## src/design/fsg_pkg.sv

```systemverilog
// fsg_pkg: register map, field layout and timing constants of the frame sync generator
package fsg_pkg;
    // ----------------------------------------
    // register offsets
    // ----------------------------------------
    localparam logic [7:0] FSG_OFS_CTL = 8'h18;
    localparam logic [7:0] FSG_OFS_HIGH_UP = 8'h19;
    localparam logic [7:0] FSG_OFS_HIGH_LO = 8'h1a;
    localparam logic [7:0] FSG_OFS_LOW_UP = 8'h1b;
    localparam logic [7:0] FSG_OFS_LOW_LO = 8'h1c;
    localparam logic [7:0] FSG_OFS_BC_CFG = 8'h58;
    localparam logic [7:0] FSG_OFS_ROUTE_A = 8'h6e;
    localparam logic [7:0] FSG_OFS_ROUTE_B = 8'h6f;
    // ----------------------------------------
    // fields and reset values
    // ----------------------------------------
    localparam int FSG_CTL_ON_BIT = 0;
    localparam int FSG_CTL_DUTY_BIT = 1;
    localparam int FSG_CTL_INIT_BIT = 2;
    localparam logic [7:0] FSG_CTL_RST = 8'h00;
    localparam logic [7:0] FSG_COUNT_RST = 8'h00;
    localparam logic [7:0] FSG_BC_CFG_RST = 8'h06;
    localparam logic [7:0] FSG_ROUTE_RST = 8'h00;
    localparam logic [3:0] FSG_ROUTE_PACING = 4'ha;
    localparam logic [3:0] FSG_SRC_EXT_FIRST = 4'h8;
    localparam logic [2:0] FSG_RATE_2M5 = 3'h0;
    localparam logic [2:0] FSG_RATE_10M = 3'h2;
    localparam logic [2:0] FSG_RATE_50M = 3'h6;
    localparam int FSG_PIN_COUNT = 8;
    localparam int FSG_BC_PINS = 4;
    // ----------------------------------------
    // timing: one back-channel frame of 30 bits
    // ----------------------------------------
    localparam int FSG_CLK_NS = 10;
    localparam int FSG_FRAME_BITS = 30;
    localparam int FSG_BIT_NS_50M = 20;
    localparam int FSG_BIT_NS_10M = 100;
    localparam int FSG_BIT_NS_2M5 = 400;
    localparam logic [11:0] FSG_FRAME_CYC_50M = 12'(FSG_FRAME_BITS * FSG_BIT_NS_50M / FSG_CLK_NS);
    localparam logic [11:0] FSG_FRAME_CYC_10M = 12'(FSG_FRAME_BITS * FSG_BIT_NS_10M / FSG_CLK_NS);
    localparam logic [11:0] FSG_FRAME_CYC_2M5 = 12'(FSG_FRAME_BITS * FSG_BIT_NS_2M5 / FSG_CLK_NS);

    typedef struct packed {
        logic [3:0] source_select;
        logic reserved;
        logic initial_level;
        logic duty_select;
        logic generator_on;
    } fsg_ctl_t;
endpackage

```

## src/design/fsg_frame_sync_generator.sv

```systemverilog
// fsg_frame_sync_generator: frame pacing source toward the back-channel pins
`timescale 1ns/10ps

module fsg_frame_sync_generator
    import fsg_pkg::*;
(
    // clock and reset
    input wire logic i_clk,
    input wire logic i_rst,
    // register port
    input wire logic i_reg_wr,
    input wire logic i_reg_rd,
    input wire logic [7:0] i_reg_addr,
    input wire logic [7:0] i_reg_wdata,
    output logic [7:0] o_reg_rdata,
    output logic o_reg_rvalid,
    // general purpose pins and back channel
    input wire logic [FSG_PIN_COUNT-1:0] i_gpio,
    output logic [FSG_BC_PINS-1:0] o_backchannel_pin,
    output logic o_frame_pacing_signal
);
    // ----------------------------------------
    // registers
    // ----------------------------------------
    fsg_ctl_t sync_control;
    logic [7:0] sync_high_count_upper;
    logic [7:0] sync_high_count_lower;
    logic [7:0] sync_low_count_upper;
    logic [7:0] sync_low_count_lower;
    logic [7:0] backchannel_config;
    logic [7:0] backchannel_pin_route_a;
    logic [7:0] backchannel_pin_route_b;

    function automatic logic fsg_hit(input logic [7:0] addr, input logic [7:0] ofs);
        fsg_hit = (addr == ofs);
    endfunction

    wire logic wr_ctl = i_reg_wr && fsg_hit(i_reg_addr, FSG_OFS_CTL);
    wire logic wr_hu = i_reg_wr && fsg_hit(i_reg_addr, FSG_OFS_HIGH_UP);
    wire logic wr_hl = i_reg_wr && fsg_hit(i_reg_addr, FSG_OFS_HIGH_LO);
    wire logic wr_lu = i_reg_wr && fsg_hit(i_reg_addr, FSG_OFS_LOW_UP);
    wire logic wr_ll = i_reg_wr && fsg_hit(i_reg_addr, FSG_OFS_LOW_LO);
    wire logic wr_bc = i_reg_wr && fsg_hit(i_reg_addr, FSG_OFS_BC_CFG);
    wire logic wr_ra = i_reg_wr && fsg_hit(i_reg_addr, FSG_OFS_ROUTE_A);
    wire logic wr_rb = i_reg_wr && fsg_hit(i_reg_addr, FSG_OFS_ROUTE_B);

    always_ff @(posedge i_clk or posedge i_rst)
    begin
        if (i_rst)
        begin
            sync_control <= fsg_ctl_t'(FSG_CTL_RST);
        end
        else if (wr_ctl)
        begin
            sync_control <= fsg_ctl_t'(i_reg_wdata & 8'hf7);
        end
    end

    always_ff @(posedge i_clk or posedge i_rst)
    begin
        if (i_rst)
        begin
            sync_high_count_upper <= FSG_COUNT_RST;
            sync_high_count_lower <= FSG_COUNT_RST;
            sync_low_count_upper <= FSG_COUNT_RST;
            sync_low_count_lower <= FSG_COUNT_RST;
        end
        else
        begin
            if (wr_hu)
                sync_high_count_upper <= i_reg_wdata;
            if (wr_hl)
                sync_high_count_lower <= i_reg_wdata;
            if (wr_lu)
                sync_low_count_upper <= i_reg_wdata;
            if (wr_ll)
                sync_low_count_lower <= i_reg_wdata;
        end
    end

    always_ff @(posedge i_clk or posedge i_rst)
    begin
        if (i_rst)
        begin
            backchannel_config <= FSG_BC_CFG_RST;
            backchannel_pin_route_a <= FSG_ROUTE_RST;
            backchannel_pin_route_b <= FSG_ROUTE_RST;
        end
        else
        begin
            if (wr_bc)
                backchannel_config <= i_reg_wdata;
            if (wr_ra)
                backchannel_pin_route_a <= i_reg_wdata;
            if (wr_rb)
                backchannel_pin_route_b <= i_reg_wdata;
        end
    end

    // ----------------------------------------
    // read back
    // ----------------------------------------
    logic [7:0] next_rdata;
    always_comb
    begin
        next_rdata = 8'h00;
        case (i_reg_addr)
            FSG_OFS_CTL: next_rdata = sync_control;
            FSG_OFS_HIGH_UP: next_rdata = sync_high_count_upper;
            FSG_OFS_HIGH_LO: next_rdata = sync_high_count_lower;
            FSG_OFS_LOW_UP: next_rdata = sync_low_count_upper;
            FSG_OFS_LOW_LO: next_rdata = sync_low_count_lower;
            FSG_OFS_BC_CFG: next_rdata = backchannel_config;
            FSG_OFS_ROUTE_A: next_rdata = backchannel_pin_route_a;
            FSG_OFS_ROUTE_B: next_rdata = backchannel_pin_route_b;
            default: next_rdata = 8'h00;
        endcase
    end

    always_ff @(posedge i_clk or posedge i_rst)
    begin
        if (i_rst)
        begin
            o_reg_rdata <= 8'h00;
            o_reg_rvalid <= 1'b0;
        end
        else
        begin
            o_reg_rvalid <= i_reg_rd;
            if (i_reg_rd)
                o_reg_rdata <= next_rdata;
        end
    end

    // ----------------------------------------
    // tick: one back-channel frame
    // ----------------------------------------
    // only port 0 exists here, so every internal source value uses its frame
    // tick port select
    wire logic [2:0] rate_select = backchannel_config[2:0];
    wire logic [11:0] frame_cycles = (rate_select == FSG_RATE_50M) ? FSG_FRAME_CYC_50M :
                                     (rate_select == FSG_RATE_2M5) ? FSG_FRAME_CYC_2M5 :
                                     FSG_FRAME_CYC_10M;
    logic [11:0] tick_count;
    logic tick;
    always_ff @(posedge i_clk or posedge i_rst)
    begin
        if (i_rst)
        begin
            tick_count <= 12'h000;
            tick <= 1'b0;
        end
        else if (tick_count >= frame_cycles - 12'h001)
        begin
            tick_count <= 12'h000;
            tick <= 1'b1;
        end
        else
        begin
            tick_count <= tick_count + 12'h001;
            tick <= 1'b0;
        end
    end

    // ----------------------------------------
    // external input synchroniser
    // ----------------------------------------
    logic [FSG_PIN_COUNT-1:0] gpio_meta;
    logic [FSG_PIN_COUNT-1:0] gpio_sync;
    always_ff @(posedge i_clk or posedge i_rst)
    begin
        if (i_rst)
        begin
            gpio_meta <= '0;
            gpio_sync <= '0;
        end
        else
        begin
            gpio_meta <= i_gpio;
            gpio_sync <= gpio_meta;
        end
    end

    // ----------------------------------------
    // generator
    // ----------------------------------------
    typedef enum logic [1:0] {FSG_IDLE, FSG_FIRST, FSG_HOLD} fsg_state_t;
    fsg_state_t state;
    logic level;
    logic [15:0] phase_count;
    wire logic [15:0] high_count = {sync_high_count_upper, sync_high_count_lower};
    wire logic [15:0] low_count = {sync_low_count_upper, sync_low_count_lower};
    // duty select: 50/50 reuses the high count for both phases
    wire logic [15:0] phase_len = (sync_control.duty_select || level) ? high_count : low_count;
    wire logic ext_mode = !sync_control.generator_on && sync_control.source_select >= FSG_SRC_EXT_FIRST;
    wire logic ext_level = gpio_sync[sync_control.source_select[2:0]];

    always_ff @(posedge i_clk or posedge i_rst)
    begin
        if (i_rst)
        begin
            state <= FSG_IDLE;
            level <= 1'b0;
            phase_count <= 16'h0000;
        end
        else
        begin
            case (state)
                FSG_IDLE:
                begin
                    phase_count <= 16'h0000;
                    if (sync_control.generator_on)
                    begin
                        state <= FSG_FIRST;
                        level <= sync_control.initial_level;
                    end
                    else if (ext_mode)
                    begin
                        // level holds between ticks, so the far side sees a clean copy of the input
                        if (tick)
                            level <= ext_level;
                    end
                    else
                        level <= sync_control.initial_level;
                end
                FSG_FIRST:
                begin
                    phase_count <= 16'h0000;
                    if (!sync_control.generator_on)
                        state <= FSG_IDLE;
                    else if (tick)
                        state <= FSG_HOLD;
                end
                FSG_HOLD:
                begin
                    if (!sync_control.generator_on)
                        state <= FSG_IDLE;
                    // free-running toggle
                    // a count rewritten mid-phase applies from the next tick on;
                    // software that wants clean phases rewrites counts with the generator off
                    else if (tick && phase_count >= phase_len)
                    begin
                        level <= !level;
                        phase_count <= 16'h0000;
                    end
                    else if (tick)
                        phase_count <= phase_count + 16'h0001;
                end
                default:
                    state <= FSG_IDLE;
            endcase
        end
    end

    // ----------------------------------------
    // back-channel routing
    // ----------------------------------------
    wire logic [15:0] route_fields = {backchannel_pin_route_b, backchannel_pin_route_a};
    wire logic pacing = (state != FSG_IDLE || ext_mode) ? level : 1'b0;
    genvar gi;
    generate
        for (gi = 0; gi < FSG_BC_PINS; gi = gi + 1)
        begin : g_route
            // pin carries pacing only when routed
            always_ff @(posedge i_clk or posedge i_rst)
            begin
                if (i_rst)
                    o_backchannel_pin[gi] <= 1'b0;
                else
                    o_backchannel_pin[gi] <= (route_fields[gi*4 +: 4] == FSG_ROUTE_PACING) && pacing;
            end
        end
    endgenerate

    always_ff @(posedge i_clk or posedge i_rst)
    begin
        if (i_rst)
            o_frame_pacing_signal <= 1'b0;
        else
            o_frame_pacing_signal <= pacing;
    end
endmodule

```

## config.mk

```make
export PLATFORM = sky130hd
export DESIGN_NAME = fsg_frame_sync_generator
export DESIGN_NICKNAME = d
export VERILOG_FILES = /design/src/design/fsg_pkg.sv /design/src/design/fsg_frame_sync_generator.sv
export SDC_FILE = /design/constraint.sdc
export NUM_CORES = 1
export LEC_CHECK = 0
export ABC_AREA = 1
export BUFFER_PORTS_ARGS = -buffer_cell sky130_fd_sc_hd__buf_2
export CAP_MARGIN = 5
export CORE_MARGIN = 5
export CORE_UTILIZATION = 30
export CTS_BUF_LIST = sky130_fd_sc_hd__clkbuf_2
export CTS_CLUSTER_DIAMETER = 150
export DETAILED_ROUTE_END_ITERATION = 10
export PLACE_DENSITY = 0.5
export SYNTH_ARGS = -nofsm -noshare
export SYNTH_HDL_FRONTEND = slang
export SYNTH_SLANG_ARGS = --single-unit
```

## constraint.sdc

```tcl
create_clock -name i_clk -period 4.4 [get_ports i_clk]
set_input_delay 0.44 -clock i_clk [delete_from_list [all_inputs] [get_ports i_clk]]
set_output_delay 0.44 -clock i_clk [all_outputs]
set_load 0.005 [all_outputs]
```

==> flow_metrics.env, run 1 <==
export IMPL_dp_hpwl_um=11400
export IMPL_placed_cells=1043
export IMPL_routedWlPerCell_um=14.6
export IMPL_synth_seq_cells=125
export IMPL_clk_latency_ps=720
export IMPL_netlist_area_leader_share_pct=49.3
export IMPL_core_region_area_um2=20400
export IMPL_finalHoldViolations=0
export IMPL_drc=0
export IMPL_cp_end_kind="flop"
export IMPL_ir_drop_mv=0.230
export IMPL_synth_top_family_by_area="simple AND/OR/NAND/NOR gates"
export IMPL_port_buffers=41
export IMPL_yosysTopAreaCell="dfrtp_1"
export IMPL_postCtsSetupRepairBufs=0
export IMPL_ant_nets=0
export IMPL_syn_to_final_growth_pct=15.7
export IMPL_grt_pass1_vias=4931
export IMPL_layout_nets=863
export IMPL_layout_drive_gt1_share_pct=11.5
export IMPL_crit_fanout=31
export IMPL_clock_path_buffers=2
export IMPL_ys_top_cells_by_area="dfrtp_1, nand2_1, o21ai_0, inv_1, ha_1"
export IMPL_yosysUniqueCellTypes=37
export IMPL_root_buffer="clkbuf_2"
export IMPL_via_per_inst=4.55
export IMPL_drt_pre_antenna_iters=6
export IMPL_final_cells=1094
export IMPL_synthMuxAreaShare_pct=0.180
export IMPL_final_util_pct=35.5
export IMPL_std_cell_rows=52
export IMPL_synth_edf_count=0
export IMPL_hp_class="primary input to flop"
export IMPL_die_area_um2=23800
export IMPL_period_minus_slack_ps=2710
export IMPL_grt_overflow=0
export IMPL_yosysWarnings=0
export IMPL_fmax_mhz=370
export IMPL_cts_tree="yes"
export IMPL_initial_core_util_pct=30.7
export IMPL_synth_fa_ha_area_share_pct=5.01
export IMPL_synth_compound_area_share_pct=12.7
export IMPL_grt_total_usage_pct=13.7
export IMPL_syn_inst=747
export IMPL_start_kind="flop"
export IMPL_grt_first_pass_wirelength_um=26000
export IMPL_worst_slew_pin_slew_ps=881
export IMPL_synthArstFlopShare_pct=100
export IMPL_relSlewSlack_pct=41.3
export IMPL_path_clk_slew_ps=220
export IMPL_syn_nets=800
export IMPL_leakage_nw=3.46
export IMPL_synth_cell_area_um2=6240
export IMPL_drt_initial_drc_count=339
export IMPL_design_area_um2=7220
export IMPL_slew_violations=0
export IMPL_die_y_um=154
export IMPL_power_density_nw_per_um2=359
export IMPL_outcome="finished, final reports clean"
export IMPL_ys_seq_area_share_pct=50.1
export IMPL_cts_htree_levels=4
export IMPL_grt_max_degree=69
export IMPL_antenna_found_initial=1
export IMPL_syn_area_per_cell_um2=8.36
export IMPL_tns_ps=0
export IMPL_dpl_cell_area_um2=6700
export IMPL_finClkSkew_ps=38.3
export IMPL_yosysMostFrequentCell="nand2_1"
export IMPL_wl_um=16000
export IMPL_worstPathRequired_ps=4980
export IMPL_hold_ws_ps=225
export IMPL_clock_sinks=125
export IMPL_synthFlopType="dfrtp_1"
export IMPL_synth_simple_area_share_pct=22.1
export IMPL_gp_congestion=0.817
export IMPL_fin_crit_sh_pct=61.5
export IMPL_io_pins=42
export IMPL_setup_viol=0
export IMPL_synth_common_cells="nand2_1, dfrtp_1, o21ai_0"
export IMPL_criticalPathCategory="flop to flop"
export IMPL_crit_arrival_ps=3280
export IMPL_fp_dieW_um=154
export IMPL_synthXorXnorAreaFrac_pct=2.38
export IMPL_max_cap_viol_count=0
export IMPL_routed_via_count=4981
export IMPL_rsz0062_at_grt="false"
export IMPL_cts_buffers=17
-- critical path: stages (launching register included) --
cell	delay (ps)
dfrtp_1	440
nor2_1	100
buf_4	280
mux2_2	380
ha_1	270
nand2_1	40
nor2_1	80
nor2_1	40
nand2_1	50
nand2_1	40
nand2_1	50
nand2_1	40
nand2_1	100
nand2_1	70
nand2_1	430
o21ai_0	170
-- cells in the final DEF, fill, tap and decap left out, drive strengths merged, types with 15 or more instances in the layout --
cell type	count
o21ai	108
ha	25
inv	98
xor2	15
dfrtp	123
nand2	212
dlygate4sd3	18
buf	43
a21oi	15
o22ai	21
nand3	22
nor2	55
nor3	18
clkbuf	17
-- state kept, by name (all words and copies together), names as in the netlist, 2 cells and up --
signal                   flops
tick_count                  12
backchannel_pin_route_b      8
gpio_meta                    8
backchannel_config           8
phase_count                 16
sync_high_count_lower        8
o_reg_rdata                  8
sync_low_count_lower         8
backchannel_pin_route_a      8
gpio_sync                    8
sync_low_count_upper         8
o_backchannel_pin            4
state                        2
sync_control                 7
sync_high_count_upper        8
-- routing by layer --
layer	global-route usage, %	up-vias	share of wire, %
li1	-	2552	-
met1	19.5	2327	50
met2	21.3	87	45
met3	2.85	15	4.0
met4	3.95	0	1.3
met5	0	-	0
-- final timing paths --
kind                                  from                  endpoint  slack (ps)  cells after the start
max                        sync_control[1]           phase_count[14]        1690                     15
min                          i_reg_addr[1]   sync_low_count_upper[3]         230                      3
max reg2reg                sync_control[1]           phase_count[14]        1690                     15
min reg2reg                   gpio_meta[5]              gpio_sync[5]         380                      0
max in group asynchronous            i_rst  sync_high_count_upper[7]        3110                      4
min in group asynchronous            i_rst              gpio_meta[6]         420                      3
-- stage by stage --
| stage | setup slack [ps] | power [mW] |
|---|---|---|
| 3_3_place_gp | 1760 | 1.61 |
| 4_1_cts | 1690 | 2.62 |
| 3_5_place_dp | 1690 | 1.61 |
| 2_1_floorplan | 636 | 1.51 |
| 6_report | 1690 | 2.59 |
| 5_1_grt | 1350 | 2.74 |
-- timing repair --
item / 4_1_cts / 5_1_grt
hold buffers: 18 / 0
endpoints found under the hold margin: 90 / 0
resized for setup: 0 / 0
-- final cells by class --
| class | count | area [um2] |
|---|---|---|
| fill | 2137 | 13100 |
| sequential | 125 | 3130 |
| multi-input combinational | 512 | 2650 |
| timing repair buffer | 61 | 413 |
| inverter | 93 | 352 |
| tap | 270 | 338 |
| clock inverter | 15 | 256 |
| clock buffer | 17 | 85.1 |
| antenna | 1 | 2.50 |
-- kinds of logic after synthesis --
group,count (synthesis)
AND/OR/NAND/NOR,319
AO/OA/AOI/OAI,150
flip-flops,125
buffers and inverters,110
adder cells (fa/ha/maj),25
XOR/XNOR,17
multiplexers,1
-- power breakdown --
| part | leakage, nW | internal (mW) | total (mW) | switching (mW) |
|---|---|---|---|---|
| Combinational | 1.63 | 0.126 | 0.323 | 0.197 |
| Clock | 0.187 | 0.498 | 0.991 | 0.493 |
| Sequential | 1.65 | 1.22 | 1.28 | 0.0584 |
Note: power is estimated with default switching activity, not from simulation.
==> inputs of run 2 (changes only) <==
==> constraint.sdc (replaced) <==
create_clock -name i_clk -period 2.8 [get_ports i_clk]
set_input_delay 0.28 -clock i_clk [delete_from_list [all_inputs] [get_ports i_clk]]
set_output_delay 0.28 -clock i_clk [all_outputs]
set_load 0.005 [all_outputs]
==> flow_metrics.env, run 2 (synthesized netlist as in run 1, its figures left out) <==
export IMPL_cts_htree_levels=4
export IMPL_setup_viol=0
export IMPL_initial_core_util_pct=30.7
export IMPL_criticalPathCategory="flop to flop"
export IMPL_clk_latency_ps=700
export IMPL_crit_fanout=20
export IMPL_slowest_stage="dfrtp_1"
export IMPL_cp_common_cell="nand2_1"
export IMPL_clock_path_buffers=2
export IMPL_worstPathRequired_ps=3380
export IMPL_largest_reg_flops=16
export IMPL_ir_drop_mv=0.359
export IMPL_path_cells="nor2_1, buf_4, o21ai_0, ha_1, nand2_1, o21ai_0, a21oi_1, nand2_1, nand2_1, nand2_1, buf_4, o22ai_1"
export IMPL_path_clk_slew_ps=220
export IMPL_cts_buffers=17
export IMPL_worst_slew_pin_slew_ps=641
export IMPL_final_util_pct=35.4
export IMPL_wl_um=15900
export IMPL_grt_pass1_vias=4961
export IMPL_via_per_inst=4.53
export IMPL_totalPowerFinal_mw=3.92
export IMPL_drt_pre_antenna_iters=5
export IMPL_top_register="phase_count"
export IMPL_postCtsSetupRepairBufs=0
export IMPL_antenna_found_initial=1
export IMPL_critPathBufInv=2
export IMPL_fp_dieW_um=154
export IMPL_cts_tree="yes"
export IMPL_syn_to_final_growth_pct=15.6
export IMPL_routedWlPerCell_um=14.4
export IMPL_relSlewSlack_pct=57.2
export IMPL_finClkSkew_ps=37.7
export IMPL_cpLargestDelayFamily="compound AO/OA/AOI/OAI gates"
export IMPL_core_region_area_um2=20400
export IMPL_die_y_um=154
export IMPL_power_density_nw_per_um2=544
export IMPL_max_cap_viol_count=0
export IMPL_slew_violations=0
export IMPL_period_minus_slack_ps=2380
export IMPL_clock_sinks=125
export IMPL_root_buffer="clkbuf_2"
export IMPL_dp_slack_ps=366
export IMPL_layout_drive_gt1_share_pct=11.7
export IMPL_tns_ps=0
export IMPL_slowest_delay_ps=430
export IMPL_grt_first_pass_wirelength_um=26400
export IMPL_die_area_um2=23800
export IMPL_cp_end_kind="flop"
export IMPL_layout_nets=867
export IMPL_fin_crit_sh_pct=85.1
export IMPL_grt_overflow=0
export IMPL_grt_max_degree=54
export IMPL_port_buffers=41
export IMPL_rsz0062_at_grt="false"
export IMPL_crit_arrival_ps=2960
export IMPL_dp_hpwl_um=11500
export IMPL_fillers=2133
export IMPL_fmax_mhz=420
export IMPL_routed_via_count=4974
export IMPL_reg_top3="phase_count: 16 flops, tick_count: 12 flops"
export IMPL_worst_slack_ps=419
export IMPL_final_cell_mix="nand2_1, dfrtp_1, o21ai_0"
export IMPL_leakage_nw=3.46
export IMPL_gp_congestion=0.837
export IMPL_final_common_cell="nand2_1"
export IMPL_drt_initial_drc_count=361
export IMPL_finalHoldViolations=0
export IMPL_outcome="finished, final reports clean"
export IMPL_io_pins=42
export IMPL_grt_total_usage_pct=14.0
export IMPL_hp_class="primary input to flop"
export IMPL_start_kind="flop"
export IMPL_ant_nets=0
export IMPL_std_cell_rows=52
export IMPL_drc=0
==> run 2: worst paths after layout <==
path	start	end	slack, ps	cells after the start
max	sync_control[1]	phase_count[13]	420	12
max in group asynchronous	i_rst	backchannel_config[2]	1800	4
min reg2reg	gpio_meta[6]	gpio_sync[6]	370	0
max reg2reg	sync_control[1]	phase_count[13]	420	12
min in group asynchronous	i_rst	tick_count[5]	200	3
min	i_reg_addr[1]	sync_low_count_upper[3]	70	3
==> run 2: worst min-delay path, stage by stage <==
cell	delay, ps
buf_2	130
nand3_2	240
o21ai_0	110
==> run 2: power breakdown <==
| group | switching [mW] | internal (mW) |
|---|---|---|
| logic | 0.307 | 0.202 |
| clock network | 0.733 | 0.675 |
| registers | 0.0919 | 1.91 |
| total | 1.13 | 2.79 |
==> run 2: area by class of cell <==
cell class	count	area (um2)	area share [%]
Antenna cell	1	2.50	0.0347
Multi-Input combinational cell	512	2650	36.7
Clock inverter	15	219	3.03
Sequential cell	125	3130	43.4
Clock buffer	17	85.1	1.18
Tap cell	270	338	4.68
Inverter	93	353	4.89
Timing Repair Buffer	65	443	6.14
==> run 2: stage by stage <==
step	hold WS, ps	instance area (um2)	cells
detailed placement	335	6730	1047
finish	67.5	7220	1098
CTS	20.4	7210	1097
global route	64.2	7220	1098
global placement	332	6730	1047
floorplan	311	6250	747
==> run 2: timing repair <==
action | 4_1_cts | 5_1_grt
resized for setup | 0 | 0
hold endpoints to repair | 67 | 0
hold buffers | 18 | 0
==> run 2: metal layers <==
layer	wire (um)	global-route usage [%]	share of wire (%)
met3	593	2.71	3.7
met1	7880	20.1	50
met4	214	4.08	1.3
met5	0	0	0
met2	7180	21.5	45
